$ cat config.mk
export PLATFORM = sky130hd
export DESIGN_NAME = byte_op_instruction_decoder
export DESIGN_NICKNAME = d
export VERILOG_FILES = /design/src/byte_op_pkg.sv /design/src/byte_op_instruction_decoder.sv
export SDC_FILE = /design/constraint.sdc
export NUM_CORES = 1
export LEC_CHECK = 0
export BUFFER_PORTS_ARGS = -buffer_cell sky130_fd_sc_hd__buf_2
export CORE_MARGIN = 2
export CORE_UTILIZATION = 31
export DETAILED_ROUTE_END_ITERATION = 8
export PLACE_DENSITY = 0.57
export SETUP_SLACK_MARGIN = 0.02
export SLEW_MARGIN = 20
export SYNTH_ARGS = -nofsm -noshare
export SYNTH_HDL_FRONTEND = slang
export SYNTH_SLANG_ARGS = --single-unit
$ cat constraint.sdc
create_clock -name clk -period 7.7 [get_ports clk]
set_input_delay 1.155 -clock clk [delete_from_list [all_inputs] [get_ports clk]]
set_output_delay 1.155 -clock clk [all_outputs]
set_load 0.02 [all_outputs]
$ cat src/byte_op_pkg.sv
package byte_op_pkg;
	localparam int INSTR_W       = 14;
	localparam int FADDR_W       = 7;
	localparam int DATA_W        = 8;
	localparam int LIT8_W        = 8;
	localparam int LIT11_W       = 11;
	localparam int GRP_HI        = 13;
	localparam int GRP_LO        = 12;
	localparam int OPC_HI        = 11;
	localparam int OPC_LO        = 8;
	localparam int DEST_BIT      = 7;
	localparam int BSEL_HI       = 9;
	localparam int BSEL_LO       = 7;
	localparam int BSUB_HI       = 11;
	localparam int BSUB_LO       = 10;
	localparam int CALL_SEL_BIT  = 11;
	localparam int FLAG_C        = 0;
	localparam int FLAG_DIGIT    = 1;
	localparam int FLAG_Z        = 2;
	localparam logic [1:0] GRP_BYTE    = 2'h0;
	localparam logic [1:0] GRP_BIT     = 2'h1;
	localparam logic [1:0] GRP_CTRL    = 2'h2;
	localparam logic [3:0] OP_STORE    = 4'h0;
	localparam logic [3:0] OP_CLEAR    = 4'h1;
	localparam logic [3:0] OP_DEC      = 4'h3;
	localparam logic [3:0] OP_OR       = 4'h4;
	localparam logic [3:0] OP_AND      = 4'h5;
	localparam logic [3:0] OP_ADD      = 4'h7;
	localparam logic [3:0] OP_MOVE     = 4'h8;
	localparam logic [3:0] OP_COMP     = 4'h9;
	localparam logic [3:0] OP_INC      = 4'hA;
	localparam logic [3:0] OP_DECSKIP  = 4'hB;
	localparam logic [3:0] OP_RRC      = 4'hC;
	localparam logic [3:0] OP_RLC      = 4'hD;
	localparam logic [3:0] OP_INCSKIP  = 4'hF;
	localparam logic [1:0] BOP_CLR     = 2'h0;
	localparam logic [1:0] BOP_SET     = 2'h1;
	localparam logic [1:0] BOP_SKIPCLR = 2'h2;
	localparam logic [1:0] BOP_SKIPSET = 2'h3;
	localparam int PHASES_PER_CYCLE    = 4;
	localparam logic [1:0] PHASE_LAST  = 2'(PHASES_PER_CYCLE - 1);
	localparam logic [1:0] PHASE_READ  = 2'h1;
	localparam logic [DATA_W-1:0] ACC_RESET   = 8'h00;
	localparam logic [2:0]        FLAGS_RESET = 3'h0;
	typedef enum logic [1:0] {ST_EXEC, ST_FILL} seq_state_type;
endpackage

$ cat src/byte_op_instruction_decoder.sv
`timescale 1ns/10ps
module byte_op_instruction_decoder (
	input  wire logic                                 clk,          // 100 MHz oscillator
	input  wire logic                                 rst,          // async, active high
	input  wire logic [byte_op_pkg::INSTR_W-1:0]      instrWord,    // word from program memory
	input  wire logic [byte_op_pkg::DATA_W-1:0]       fileRdData,   // file register read value
	input  wire logic [byte_op_pkg::DATA_W-1:0]       pinRdData,    // pin levels of addressed port
	input  wire logic                                 fileIsPort,   // addressed register is an I/O port
	input  wire logic                                 fileIsTimer,  // addressed register is timer_zero_count
	input  wire logic                                 prescToTimer, // prescaler assigned to timer zero
	output logic                                      fetchStb,     // take next word, one cycle
	output logic      [byte_op_pkg::FADDR_W-1:0]      fileAddr,     // file operand address
	output logic      [byte_op_pkg::DATA_W-1:0]       fileWrData,   // write data to file
	output logic                                      fileWrEn,     // file write pulse
	output logic      [byte_op_pkg::DATA_W-1:0]       accOut,       // accumulator value
	output logic      [2:0]                           flagsOut,     // {zero, digit carry, carry}
	output logic                                      branchStb,    // jump or call pulse
	output logic                                      callStb,      // call pulse (push return)
	output logic      [byte_op_pkg::LIT11_W-1:0]      branchTarget, // eleven-bit target
	output logic      [byte_op_pkg::LIT8_W-1:0]       literalOut,   // eight-bit literal field
	output logic                                      prescClrStb,  // clear shared prescaler
	output logic                                      fillCycle     // high during no-op second cycle
);
	import byte_op_pkg::*;

	logic [1:0]                phase_r, phase_nxt;
	seq_state_type             state_r, state_nxt;
	logic [INSTR_W-1:0]        ir_r, ir_nxt;
	logic [DATA_W-1:0]         opnd_r, opnd_nxt;
	logic [DATA_W-1:0]         acc_r, acc_nxt;
	logic [2:0]                flags_r, flags_nxt;
	logic [FADDR_W-1:0]        addr_r, addr_nxt;
	logic [DATA_W-1:0]         wdata_r, wdata_nxt;
	logic                      wen_r, wen_nxt;
	logic                      fetch_r, fetch_nxt;
	logic                      br_r, br_nxt;
	logic                      call_r, call_nxt;
	logic [LIT11_W-1:0]        tgt_r, tgt_nxt;
	logic [LIT8_W-1:0]         lit_r, lit_nxt;
	logic                      presc_r, presc_nxt;
	logic                      fill_r, fill_nxt;

	// zero test used by several operations
	function automatic logic isZero(input logic [DATA_W-1:0] v);
		return v == '0;
	endfunction

	// decode fields straight from the latched word
	logic [1:0]        grp;
	logic [3:0]        opc;
	logic              dest;
	logic [2:0]        bsel;
	logic [1:0]        bsub;
	assign grp  = ir_r[GRP_HI:GRP_LO];
	assign opc  = ir_r[OPC_HI:OPC_LO];
	assign dest = ir_r[DEST_BIT];
	assign bsel = ir_r[BSEL_HI:BSEL_LO];
	assign bsub = ir_r[BSUB_HI:BSUB_LO];

	// sequencer and execute: phase 0 latches word, phase 1 reads, phase 3 commits
	always_comb begin
		logic [DATA_W-1:0] res;
		logic [DATA_W:0]   sum;
		logic [4:0]        nib;
		logic              wrRes;
		logic              skip;
		res        = opnd_r;
		sum        = '0;
		nib        = '0;
		wrRes      = 1'b0;
		skip       = 1'b0;
		phase_nxt  = phase_r + 2'h1;
		state_nxt  = state_r;
		ir_nxt     = ir_r;
		opnd_nxt   = opnd_r;
		acc_nxt    = acc_r;
		flags_nxt  = flags_r;
		addr_nxt   = addr_r;
		wdata_nxt  = wdata_r;
		wen_nxt    = 1'b0;
		fetch_nxt  = 1'b0;
		br_nxt     = 1'b0;
		call_nxt   = 1'b0;
		tgt_nxt    = tgt_r;
		lit_nxt    = lit_r;
		presc_nxt  = 1'b0;
		if (phase_r == 2'h0) begin
			ir_nxt   = instrWord;
			addr_nxt = instrWord[FADDR_W-1:0];
			lit_nxt  = instrWord[LIT8_W-1:0];
			tgt_nxt  = instrWord[LIT11_W-1:0];
		end else if (phase_r == PHASE_READ) begin
			// I/O ports are read from the pins, not the output latch
			opnd_nxt = fileIsPort ? pinRdData : fileRdData;
		end else if (phase_r == PHASE_LAST) begin
			fetch_nxt = 1'b1;
			if (state_r == ST_FILL) begin
				state_nxt = ST_EXEC;
			end else if (grp == GRP_BYTE) begin
				case (opc)
					OP_STORE: begin
						// low bits are don't-care in the no-operation form
						if (dest) begin
							res      = acc_r;
							wen_nxt  = 1'b1;
						end
					end
					OP_CLEAR: begin
						res = '0;
						flags_nxt[FLAG_Z] = 1'b1;
						if (dest) wen_nxt = 1'b1;
						else acc_nxt = '0;
					end
					OP_ADD: begin
						sum = {1'b0, acc_r} + {1'b0, opnd_r};
						nib = {1'b0, acc_r[3:0]} + {1'b0, opnd_r[3:0]};
						res = sum[DATA_W-1:0];
						flags_nxt[FLAG_C]  = sum[DATA_W];
						flags_nxt[FLAG_DIGIT] = nib[4];
						flags_nxt[FLAG_Z]  = isZero(res);
						wrRes = 1'b1;
					end
					OP_OR, OP_AND, OP_COMP, OP_DEC, OP_INC, OP_MOVE: begin
						case (opc)
							OP_OR:   res = acc_r | opnd_r;
							OP_AND:  res = acc_r & opnd_r;
							OP_COMP: res = ~opnd_r;
							OP_DEC:  res = opnd_r - 8'h01;
							OP_INC:  res = opnd_r + 8'h01;
							default: res = opnd_r;
						endcase
						flags_nxt[FLAG_Z] = isZero(res);
						wrRes = 1'b1;
					end
					OP_DECSKIP, OP_INCSKIP: begin
						res   = (opc == OP_INCSKIP) ? opnd_r + 8'h01 : opnd_r - 8'h01;
						skip  = isZero(res);
						wrRes = 1'b1;
					end
					OP_RLC: begin
						res = {opnd_r[DATA_W-2:0], flags_r[FLAG_C]};
						flags_nxt[FLAG_C] = opnd_r[DATA_W-1];
						wrRes = 1'b1;
					end
					OP_RRC: begin
						res = {flags_r[FLAG_C], opnd_r[DATA_W-1:1]};
						flags_nxt[FLAG_C] = opnd_r[0];
						wrRes = 1'b1;
					end
					default: ;
				endcase
				if (wrRes) begin
					if (dest) wen_nxt = 1'b1;
					else acc_nxt = res;
				end
				wdata_nxt = res;
				presc_nxt = wen_nxt && fileIsTimer && prescToTimer;
			end else if (grp == GRP_BIT) begin
				res = opnd_r;
				case (bsub)
					BOP_CLR: begin
						res[bsel] = 1'b0;
						wen_nxt   = 1'b1;
					end
					BOP_SET: begin
						res[bsel] = 1'b1;
						wen_nxt   = 1'b1;
					end
					BOP_SKIPCLR: skip = !opnd_r[bsel];
					default:     skip = opnd_r[bsel];
				endcase
				wdata_nxt = res;
				presc_nxt = wen_nxt && fileIsTimer && prescToTimer;
			end else if (grp == GRP_CTRL) begin
				br_nxt   = 1'b1;
				call_nxt = !ir_r[CALL_SEL_BIT];
				skip     = 1'b1;
			end
			if (skip) state_nxt = ST_FILL;
		end
		fill_nxt = (state_nxt == ST_FILL);                // registered so the pin leaves a flip-flop
	end

	always_ff @(posedge clk or posedge rst) begin
		if (rst) begin
			phase_r <= 2'h0;
			state_r <= ST_EXEC;
			ir_r    <= '0;
			opnd_r  <= '0;
			acc_r   <= ACC_RESET;
			flags_r <= FLAGS_RESET;
			addr_r  <= '0;
			wdata_r <= '0;
			wen_r   <= 1'b0;
			fetch_r <= 1'b0;
			br_r    <= 1'b0;
			call_r  <= 1'b0;
			tgt_r   <= '0;
			lit_r   <= '0;
			presc_r <= 1'b0;
			fill_r  <= 1'b0;
		end else begin
			phase_r <= phase_nxt;
			state_r <= state_nxt;
			ir_r    <= ir_nxt;
			opnd_r  <= opnd_nxt;
			acc_r   <= acc_nxt;
			flags_r <= flags_nxt;
			addr_r  <= addr_nxt;
			wdata_r <= wdata_nxt;
			wen_r   <= wen_nxt;
			fetch_r <= fetch_nxt;
			br_r    <= br_nxt;
			call_r  <= call_nxt;
			tgt_r   <= tgt_nxt;
			lit_r   <= lit_nxt;
			presc_r <= presc_nxt;
			fill_r  <= fill_nxt;
		end
	end

	// outputs come straight from flip-flops
	assign fetchStb     = fetch_r;
	assign fileAddr     = addr_r;
	assign fileWrData   = wdata_r;
	assign fileWrEn     = wen_r;
	assign accOut       = acc_r;
	assign flagsOut     = flags_r;
	assign branchStb    = br_r;
	assign callStb      = call_r;
	assign branchTarget = tgt_r;
	assign literalOut   = lit_r;
	assign prescClrStb  = presc_r;
	assign fillCycle    = fill_r;

	// commits happen only on the phase after the last one
	property p_commit_phase;
		@(posedge clk) disable iff (rst) fileWrEn |-> $past(phase_r) == PHASE_LAST;
	endproperty
	a_commit_phase: assert property (p_commit_phase) else $error("write outside commit slot");

	property p_fill_quiet;
		@(posedge clk) disable iff (rst)
			(state_r == ST_FILL && phase_r == PHASE_LAST) |=> !fileWrEn && $stable(accOut) && $stable(flagsOut);
	endproperty
	a_fill_quiet: assert property (p_fill_quiet) else $error("write during fill cycle");

	property p_four_phases;
		@(posedge clk) disable iff (rst) fetchStb |=> !fetchStb [*3] ##1 fetchStb;
	endproperty
	a_four_phases: assert property (p_four_phases) else $error("cycle not four periods");

	property p_branch_fill;
		@(posedge clk) disable iff (rst) branchStb |-> fillCycle;
	endproperty
	a_branch_fill: assert property (p_branch_fill) else $error("transfer without second cycle");

	property p_skip_flags;
		@(posedge clk) disable iff (rst)
			(phase_r == PHASE_LAST && state_r == ST_EXEC && grp == GRP_BYTE
			 && (opc == OP_DECSKIP || opc == OP_INCSKIP)) |=> $stable(flagsOut);
	endproperty
	a_skip_flags: assert property (p_skip_flags) else $error("skip op changed flags");

	property p_dest_acc;
		@(posedge clk) disable iff (rst)
			(phase_r == PHASE_LAST && state_r == ST_EXEC && grp == GRP_BYTE && !dest) |=> !fileWrEn;
	endproperty
	a_dest_acc: assert property (p_dest_acc) else $error("file written with d clear");

	property p_rotate_carry;
		@(posedge clk) disable iff (rst)
			(phase_r == PHASE_LAST && state_r == ST_EXEC && grp == GRP_BYTE && opc == OP_RLC)
			|=> flagsOut[FLAG_C] == $past(opnd_r[DATA_W-1]) && flagsOut[FLAG_Z] == $past(flags_r[FLAG_Z]);
	endproperty
	a_rotate_carry: assert property (p_rotate_carry) else $error("rotate flag update wrong");

	property p_clear_zero;
		@(posedge clk) disable iff (rst)
			(phase_r == PHASE_LAST && state_r == ST_EXEC && grp == GRP_BYTE && opc == OP_CLEAR)
			|=> flagsOut[FLAG_Z];
	endproperty
	a_clear_zero: assert property (p_clear_zero) else $error("clear did not set zero");

	property p_presc;
		@(posedge clk) disable iff (rst) prescClrStb |-> fileWrEn;
	endproperty
	a_presc: assert property (p_presc) else $error("prescaler clear without write");

	// the other direction: a timer write with the prescaler assigned there must clear it
	property p_presc_on_timer;
		@(posedge clk) disable iff (rst)
			(fileWrEn && $past(fileIsTimer) && $past(prescToTimer)) |-> prescClrStb;
	endproperty
	a_presc_on_timer: assert property (p_presc_on_timer) else $error("timer write kept prescaler");

	// a store with the destination bit clear is the no-operation form, whatever its low bits hold
	property p_nop_quiet;
		@(posedge clk) disable iff (rst)
			(phase_r == PHASE_LAST && state_r == ST_EXEC && grp == GRP_BYTE && opc == OP_STORE && !dest)
			|=> !fileWrEn && $stable(accOut) && $stable(flagsOut);
	endproperty
	a_nop_quiet: assert property (p_nop_quiet) else $error("no-operation word changed state");

	// logic operations may move the zero flag only
	property p_logic_zero_only;
		@(posedge clk) disable iff (rst)
			(phase_r == PHASE_LAST && state_r == ST_EXEC && grp == GRP_BYTE && (opc == OP_OR || opc == OP_AND))
			|=> flagsOut[FLAG_C] == $past(flags_r[FLAG_C]) && flagsOut[FLAG_DIGIT] == $past(flags_r[FLAG_DIGIT]);
	endproperty
	a_logic_zero_only: assert property (p_logic_zero_only) else $error("logic op touched carry");

	// accumulator and flags move only on a commit edge, never in between
	property p_state_between;
		@(posedge clk) disable iff (rst) !fetchStb |-> $stable(accOut) && $stable(flagsOut);
	endproperty
	a_state_between: assert property (p_state_between) else $error("state changed off commit");
endmodule

* After elaboration in Yosys (flattened, before gate mapping)
Cells that the tools add are included.
Cells by class: add/subtract/negate cells 5, multiply operators 0, div/mod/pow operators 0, magnitude comparators 2, equality and inequality tests 20, shift-type cells 0, mux-type cells 88, bitwise gates (word level) 9, reduce and logical (&&, ||, !) cells 28
Operators by type and width (number):
- 8-bit 2-to-1 mux | 15
- 1-bit 2-to-1 mux | 60
- 8-bit case mux with 7 select lines | 1
- 8-bit case mux with 5 select lines | 1
- 4-bit == test, second input constant | 7
- 8-bit logical NOT | 3
- 6-bit AND reduction | 3
- 8-bit bitwise AND | 2
- 8-bit NOT | 2
- 8-bit bitwise OR | 2
- 8-bit case mux with 2 select lines | 1
- 4-bit by 3-bit == test with 1-bit output, second input constant | 3
- 11-bit OR reduction | 1
- 2-bit by 1-bit == test with 1-bit output, second input constant | 5
- 2-bit 2-to-1 mux | 5
- 5-bit AND reduction | 2
- 8-bit by 8-bit adder with 9-bit output | 1
- 8-bit by 1-bit adder with 8-bit output, second input constant | 1
- 8-bit by 1-bit subtractor with 8-bit output, second input constant | 1
- 2-bit == test, second input constant | 3
- 2-bit logical NOT | 3
- 1-bit case mux with 3 select lines | 2
- 3-bit nonzero test | 2
- 2-bit OR reduction | 3
- other kinds (16) | 23
Word-level totals: bits in registers 77, bits in latches 0, bits in writable memories 0, bits in read-only memories 0, logic and storage cells 170, memories 0

* Logic depth before layout (Yosys ltp)
Gate-level depths: netlist of the first run.
word-level depth 21, mapped depth 10, mapped depth without buffers 9

* Least setup slack after synthesis of the first run
No wires, ideal clock.
kind reg-to-reg, start point register acc_r[0], in the netlist accOut[0], end point register wdata_r[4], in the netlist fileWrData[4], setup time 0.126 ns, arrival 2.426 ns, slack 5.148 ns, cell stages (with the launch flop) 10, buffers on the path 0, clock period less this slack 2.552 ns, cells stage by stage dfrtp_1 ha_1 fa_1 a21o_1 a21oi_1 xnor2_1 a221oi_1 o211ai_1 o21a_1 a221o_1
Between the ends: cells in the longest elaborated chain, start to end 3
Ends and longest elaborated chain:
- from (decl) | RTL line byte_op_instruction_decoder.sv:30 | logic [DATA_W-1:0] acc_r, acc_nxt;
- from (signal assigned) | RTL line byte_op_instruction_decoder.sv:207 | acc_r <= acc_nxt;
- 8-bit by 8-bit adder with 9-bit output | RTL line byte_op_instruction_decoder.sv:115 | sum = {1'b0, acc_r} + {1'b0, opnd_r};
- 8-bit case mux with 7 select lines | RTL line byte_op_instruction_decoder.sv:100 | case (opc)
- 8-bit 2-to-1 mux | RTL line byte_op_instruction_decoder.sv:99 | end else if (grp == GRP_BYTE) begin
- to (signal assigned) | RTL line byte_op_instruction_decoder.sv:210 | wdata_r <= wdata_nxt;
- to (decl) | RTL line byte_op_instruction_decoder.sv:33 | logic [DATA_W-1:0] wdata_r, wdata_nxt;
Every way passes these cells. A chain may end at the register's enable or synchronous reset.

* Final worst setup path of the first run
start point register opnd_r[4], end point register wdata_r[7], in the netlist fileWrData[7]
Between the ends: cells in the longest elaborated chain, start to end 10
Ends and longest elaborated chain:
- from (decl) | RTL line byte_op_instruction_decoder.sv:29 | logic [DATA_W-1:0] opnd_r, opnd_nxt;
- from (signal assigned) | RTL line byte_op_instruction_decoder.sv:206 | opnd_r <= opnd_nxt;
- 8-bit by 1-bit adder with 8-bit output / 8-bit by 1-bit subtractor with 8-bit output (equally long branches) | RTL line byte_op_instruction_decoder.sv:129, byte_op_instruction_decoder.sv:136, byte_op_instruction_decoder.sv:128
- 8-bit case mux with 5 select lines | RTL line byte_op_instruction_decoder.sv:124 | case (opc)
- 8-bit 2-to-1 mux | RTL line byte_op_instruction_decoder.sv:100
- 8-bit 2-to-1 mux | RTL line byte_op_instruction_decoder.sv:99
- 8-bit 2-to-1 mux | RTL line byte_op_instruction_decoder.sv:97 | if (state_r == ST_FILL) begin
- 8-bit 2-to-1 mux | RTL line byte_op_instruction_decoder.sv:95 | end else if (phase_r == PHASE_LAST) begin
- 8-bit 2-to-1 mux | RTL line byte_op_instruction_decoder.sv:92 | end else if (phase_r == PHASE_READ) begin
- 8-bit 2-to-1 mux | RTL line byte_op_instruction_decoder.sv:87 | if (phase_r == 2'h0) begin
- 8-bit case mux with 7 select lines * | RTL line byte_op_instruction_decoder.sv:100
- 8-bit 2-to-1 mux * | RTL line byte_op_instruction_decoder.sv:99
Mark *: on every way between the ends. The rest lies on a longest branch, timed or not. The select of a mux whose other input is x is not followed.

==> summary.md, run 1 <==
| Metric | Value |
|---|---|
| Post-route minimum period | 3450 ps |
| Pleak | 2.30 nW |
| FFs w/ async S/R, synth | 100% |
| DR WL/cell | 21.5 um |
| Synthesis-to-finish area growth | 10.2% |
| Max_slew headroom | 39.4% |
| Leading area contributor after synthesis | dfrtp_1 |
| TritonCTS clock tree | built |
| Hold path start | fileWrData[1] |
| Hold Crit Depth | 2 |
| Worst setup EP type | flop |
| Initial antenna violation count | 0 |
| Met2 Wirelength | 7.98 mm |
| WP data arrival | 3660 ps |
| Final count of negative-setup-slack endpoints | 0 |
| Ys flop type | dfrtp_1 |
| Sequential area share after synthesis | 26.3% |
| Post-synthesis cell count | 575 |
| Fin. Hold Viols | 0 |
| Worst Hold Class | flop to flop |
| Non-Filler Instances | 817 |
| Top cells by area, synth | dfrtp_1 (26%), ha_1 (5.7%), mux2i_1 (5.2%) |
| Final #Nets | 663 |
| CTS Buf Count | 5 |
| Max-cap violations | 0 |
| Status | complete, no violations |
| Initial Util | 31.8% |
| Row cnt | 45 |
| #FFs+latches synth | 51 |
| Worst r2r dst | fileWrData[7] |
| Post-synth top cells | nor2_1 (54), dfrtp_1 (51), a21oi_1 (38), nand2_1 (38), buf_4 (30) |
| DP HPWL | 12.5 mm |
| WS Path Type | flop to flop |
| Post-CTS resize count | 0 |
| Worst Tran Pin Value | 901 ps |
| RSZ-0062 raised after global routing | false |
| ANT nets after route | 0 |
| Placed insts | 809 |
| R2R Setup Slk | 4250 ps |
| Post-synth EDFFs | 0 |
| Startpoint types | flop |
| Path depth of the worst reg2reg path | 7 |
| Worst path required time | 7900 ps |
| IO Port Bufs | 85 |
| Mapped cell area | 4860 sq um |
| GPL Wtd Cong | 0.943 |
| Pwr/cell area | 195 nW/um^2 |
| Sink Count | 51 |
| H-tree depth | 2 |
| Largest net degree at the start of global routing | 56 |
| Die width | 129 um |
| ANT cells | 0 |
| Vias per cell | 5.88 |
| # IOs | 86 |
| Peak VDD IR | 0.0848 mV |
| Vias | 4803 |
| Worst skew pair latency | 310 ps |
| Final setup TNS | 0 ps |
| GRT Total Usage | 21.3% |
| Hold_buf cts | 0 |
| Period utilisation layout | 44.9% |
| Crit Path Max Fanout | 17 |
| YS warnings | 0 |
| Core area | 15300 sq um |
| Average size of a mapped cell | 8.45 sq um |
| Vias in the first global route | 4596 |
| Worst Hold Path EP | fileWrData[1] |
| Count leader, synth | nor2_1 |
| Share of cells above drive strength 1 | 23.4% |
| Max Clk Rate | 289 MHz |
| Yosys cell types | 85 |
| Total Wirelength | 17.5 mm |
| Reg-to-Reg Start | opnd_r[4] |
| First-pass GRT wire length | 27.0 mm |
| Post-Syn Nets | 633 |
| DIE HEIGHT | 129 um |
| PnR Total Power | 1.04 mW |
| WL met3 | 1.23 mm |
| Clk pin slew, worst setup/hold paths | 80 ps |
| Synth top area share | 26.3% |
| Die area | 16700 sq um |
| Fillers | 1604 |
| Max clock buf depth | 2 |
| Top routing layer in use | met4 |
| Root Driver | clkbuf_16 |
| Post-route clock skew | 8.67 ps |
| 1st-iter DRT viols | 625 |
| DR pass1 iterations | 6 |
| Global route overflow | 0 |
| # DRC | 0 |
| Setup repair bufs after CTS | 0 |
| M1 WL | 7.70 mm |
| Final slew viol count | 0 |
==> layer usage <==
| layer | global-route usage, % | vias up |
|---|---|---|
| met1 | 28.5 | 2412 |
| met4 | 8.06 | 0 |
| li1 | - | 2128 |
| met2 | 33.7 | 222 |
| met3 | 4.62 | 41 |
| met5 | 0 | - |
==> sequential cells by signal, indices dropped and copies added (netlist names) <==
name,cells
opnd_r,8
phase_r,2
accOut,8
fileWrData,8
fetchStb,1
flagsOut,3
fillCycle,1
callStb,1
prescClrStb,1
branchStb,1
fileWrEn,1
ir_r,14
state_r,2
==> cells by family after synthesis <==
family	share of synthesized area, %
simple gates	21.6
mux	10.0
flops	26.3
compound gates	21.8
xor+xnor	3.79
fa+ha+maj	6.08
buf+inv	10.4
==> critical path, cell delays in order (launching register included) <==
cell      delay (ps)
dfrtp_1          890
nand3_1          310
nor4_1           760
nand2_1          160
mux2i_1          160
a211oi_1         360
o221ai_1         340
a221o_1          370
==> cell usage in the layout (no fill, tap or decap), types with 5 or more instances in the layout <==
cell / instances
nor4_1: 9
nand2_1: 38
buf_4: 9
nand2b_1: 13
mux2_2: 17
nand4_1: 5
nand3_1: 9
or3_1: 6
dfrtp_1: 51
a21oi_1: 38
a21o_1: 5
nor2_1: 54
and3_1: 5
a31oi_1: 6
nor3_1: 16
buf_2: 85
a22o_1: 11
o21ai_1: 5
o211ai_1: 5
o21ai_0: 22
xnor2_1: 19
inv_1: 19
o21a_1: 5
ha_1: 22
mux2i_1: 25
nor2b_1: 9
clkbuf_16: 5
==> power breakdown <==
group	leakage [nW]	switching [mW]	internal, mW
clock network	0.0782	0.128	0.127
logic	1.59	0.258	0.161
registers	0.631	0.0587	0.311
total	2.30	0.445	0.599
==> metrics by stage <==
step	cell area [sq um]	setup slack, ps	hold WS [ps]	utilization, %
6_report	5350	4250	494	35.1
5_1_grt	5350	4000	531	35.1
4_1_cts	5350	4380	504	35.1
3_5_place_dp	5200	4420	477	34.1
3_3_place_gp	5190	4110	453	34.0
2_1_floorplan	4860	5150	476	-
==> cell type report <==
type	instances	area, sq um	area share (%)
clock buffer	5	125	2.34
clock inverter	3	31.3	0.584
inverter	22	82.6	1.54
multi-input combinational	431	3080	57.6
sequential	51	1280	23.8
tap	211	264	4.93
timing repair buffer	94	493	9.21
==> worst max-delay path by stage <==
stage / depth (start not counted) / end / slack [ps] / from
detailed placement: 7 / fileWrData[7] / 4420 / opnd_r[4]
global placement: 7 / fileWrData[7] / 4110 / ir_r[11]
floorplan: 9 / fileWrData[4] / 5150 / accOut[0]
global route: 7 / fileWrData[7] / 4000 / opnd_r[4]
finish: 7 / fileWrData[7] / 4250 / opnd_r[4]
CTS: 7 / fileWrData[7] / 4380 / opnd_r[4]
No activity file was read; power rests on OpenSTA's default activity.
==> inputs of run 2 (changes only) <==
==> constraint.sdc (replaced) <==
create_clock -name clk -period 3.6 [get_ports clk]
set_input_delay 0.54 -clock clk [delete_from_list [all_inputs] [get_ports clk]]
set_output_delay 0.54 -clock clk [all_outputs]
set_load 0.02 [all_outputs]
==> run 2 against run 1 <==
  * Wire length up 2.3%
  * Count of clock-buffer cells in the layout is the same
  * Register-to-register slack got worse by 3600 ps
  * Setup slack lost 3600 ps
  * Clock power grew 130%
  * Sequential share of layout area decreased by 1.1 points
  * Die area is the same
  * Largest cell class unchanged
  * Global-route usage grew 0.86 points
  * Cell area grew 4.7%
  * Hold slack lost 140 ps
  * Sequential power up 110%
==> summary.md, run 2 (same netlist as run 1, synthesis figures left out) <==
| Metric | Value |
|---|---|
| Critical Path End | fillCycle |
| Reg-to-Reg Start | opnd_r[0] |
| Max_slew headroom | 46.5% (+7.2 points) |
| Setup repair bufs after CTS | 0 (unchanged) |
| Vias per cell | 5.68 (-3.4%) |
| Largest register FFs | 14 (unchanged) |
| # IOs | 86 (unchanged) |
| Die area | 16700 sq um (unchanged) |
| WP data arrival | 3160 ps (-500 ps) |
| Clk pin slew, worst setup/hold paths | 80 ps (about the same) |
| DR WL/cell | 21.2 um (-1.4%) |
| Non-Filler Instances | 847 (+3.7%) |
| Top routing layer in use | met4 |
| Worst path required time | 3800 ps (-4100 ps) |
| Vias | 4809 (+0.12%) |
| Total Wirelength | 17.9 mm (+2.3%) |
| Startpoint types | flop |
| Vias in the first global route | 4740 (+3.1%) |
| Sw Share | 40.0% (-2.6 points) |
| M1 WL | 7.76 mm (+0.78%) |
| ANT nets after route | 0 (unchanged) |
| WS Path Type | flop to flop |
| Die width | 129 um (unchanged) |
| Status | complete, no violations |
| DIE HEIGHT | 129 um (unchanged) |
| Worst skew pair latency | 310 ps (about the same) |
| Synthesis-to-finish area growth | 15.4% |
| Max clock buf depth | 2 (unchanged) |
| Int Pwr | 1.36 mW (+130%) |
| GRT Total Usage | 22.2% (+0.86 points) |
| Sink Count | 51 (unchanged) |
| Post-route minimum period | 2950 ps (-500 ps) |
| Worst r2r dst | fillCycle |
| Global route overflow | 0 (unchanged) |
| Worst Hold Class | input pin to asynchronous set/reset pin |
| Commonest non-fill, non-tap cell in the layout | buf_2 |
| Path depth of the worst reg2reg path | 9 (+2) |
| First-pass GRT wire length | 28.0 mm (+3.7%) |
| DP HPWL | 13.9 mm (+11%) |
| Hold_buf cts | 0 (unchanged) |
| Core area | 15300 sq um (unchanged) |
| Biggest register | ir_r |
| CTS Buf Count | 5 (unchanged) |
| WL met3 | 1.26 mm (+1.9%) |
| ANT cells | 0 (unchanged) |
| Peak VDD IR | 0.213 mV (+150%) |
| 1st-iter DRT viols | 450 (-28%) |
| Max Clk Rate | 338 MHz (+17%) |
| Largest net degree at the start of global routing | 45 (-20%) |
| Pwr/cell area | 405 nW/um^2 (+110%) |
| IO Port Bufs | 85 (unchanged) |
| Share of cells above drive strength 1 | 26.9% (+3.5 points) |
| Final setup TNS | 0 ps (unchanged) |
| CP startpoint | opnd_r[0] |
| Met2 Wirelength | 8.23 mm (+3.2%) |
| Design area | 5600 sq um (+4.7%) |
| R2R Setup Slk | 650 ps (-3600 ps) |
| Worst setup EP type | flop |
| RSZ-0062 raised after global routing | false |
| Pleak | 2.46 nW (+6.9%) |
| Clk pwr share | 25.4% (+1.0 points) |
| Worst Tran Pin Value | 801 ps (-100 ps) |
| Post-route clock skew | 12.1 ps (+3.43 ps) |
| Placed cell areas | 5430 sq um (+4.5%) |
| Post-CTS resize count | 0 (unchanged) |
| GPL Wtd Cong | 1.01 (+6.9%) |
| Root Driver | clkbuf_16 |
| Fin. Hold Viols | 0 (unchanged) |
| PnR Total Power | 2.27 mW (+120%) |
| Period utilisation layout | 82.1% (+37 points) |
| # DRC | 0 (unchanged) |
| Max-cap violations | 0 (unchanged) |
| Initial Util | 31.8% (unchanged) |
| Sequential share of power | 34.6% (-0.8 points) |
| TritonCTS clock tree | built |
| Final count of negative-setup-slack endpoints | 0 (unchanged) |
| Final slew viol count | 0 (unchanged) |
| Placed insts | 839 (+3.7%) |
| Psw | 0.907 mW (+100%) |
| Gate power share | 40.0% (-0.2 points) |
| DR pass1 iterations | 6 (unchanged) |
| Crit Path Max Fanout | 15 (-2) |
| Commonest non-fill, non-tap cells in the layout | buf_2 (85), nor2_1 (54), dfrtp_1 (51) |
| Fillers | 1607 (+0.19%) |
| Final #Nets | 693 (+4.5%) |
| Initial antenna violation count | 0 (unchanged) |
| Row cnt | 45 (unchanged) |
| H-tree depth | 2 (unchanged) |
run 2: worst max-delay path: stages (launching register included):
cell,delay (ps)
dfrtp_1,570
inv_1,240
ha_1,270
or3b_1,450
or3_1,410
nand4_1,120
o311ai_1,100
o2111ai_1,300
nand2_1,120
mux2_2,270
run 2: how the worst min path moves through the flow:
stage | from | slack, ps | end | cells after the start
6_report | rst | 350 | ir_r[3] | 2
5_1_grt | rst | 420 | ir_r[3] | 2
4_1_cts | instrWord[2] | 450 | ir_r[2] | 2
3_5_place_dp | fileWrData[0] | 480 | fileWrData[0] | 2
3_3_place_gp | fileWrData[0] | 450 | fileWrData[0] | 2
2_1_floorplan | phase_r[0] | 480 | phase_r[0] | 1
run 2: layer usage:
metal	vias up	GRT usage, %
li1	2194	-
met5	-	0
met1	2363	29.5
met2	217	35.7
met4	0	9.34
met3	35	3.63
run 2: area by class of cell:
cell class / count / area, sq um / area share (%)
inverter: 22 / 83.8 / 1.50
clock buffer: 5 / 125 / 2.23
clock inverter: 3 / 47.5 / 0.849
timing repair buffer: 124 / 731 / 13.0
multi-input combinational: 431 / 3070 / 54.9
tap: 211 / 264 / 4.71
sequential: 51 / 1280 / 22.8
run 2: power by group through the flow:
stage	Clock, mW	Combinational, mW	Sequential, mW
6_report	0.576	0.907	0.784
5_1_grt	0.611	0.992	0.799
4_1_cts	0.592	0.903	0.785
3_5_place_dp	0	0.896	0.794
3_3_place_gp	0	0.901	0.793
2_1_floorplan	0	0.559	0.837
run 2: per-stage QoR:
| step | utilization [%] | hold WS [ps] | setup slack (ps) |
|---|---|---|---|
| finish | 36.7 | 349 | 645 |
| global route | 36.7 | 424 | 420 |
| CTS | 36.7 | 450 | 668 |
| detailed placement | 35.6 | 476 | 706 |
| global placement | 35.6 | 449 | 719 |
| floorplan | - | 476 | 1050 |
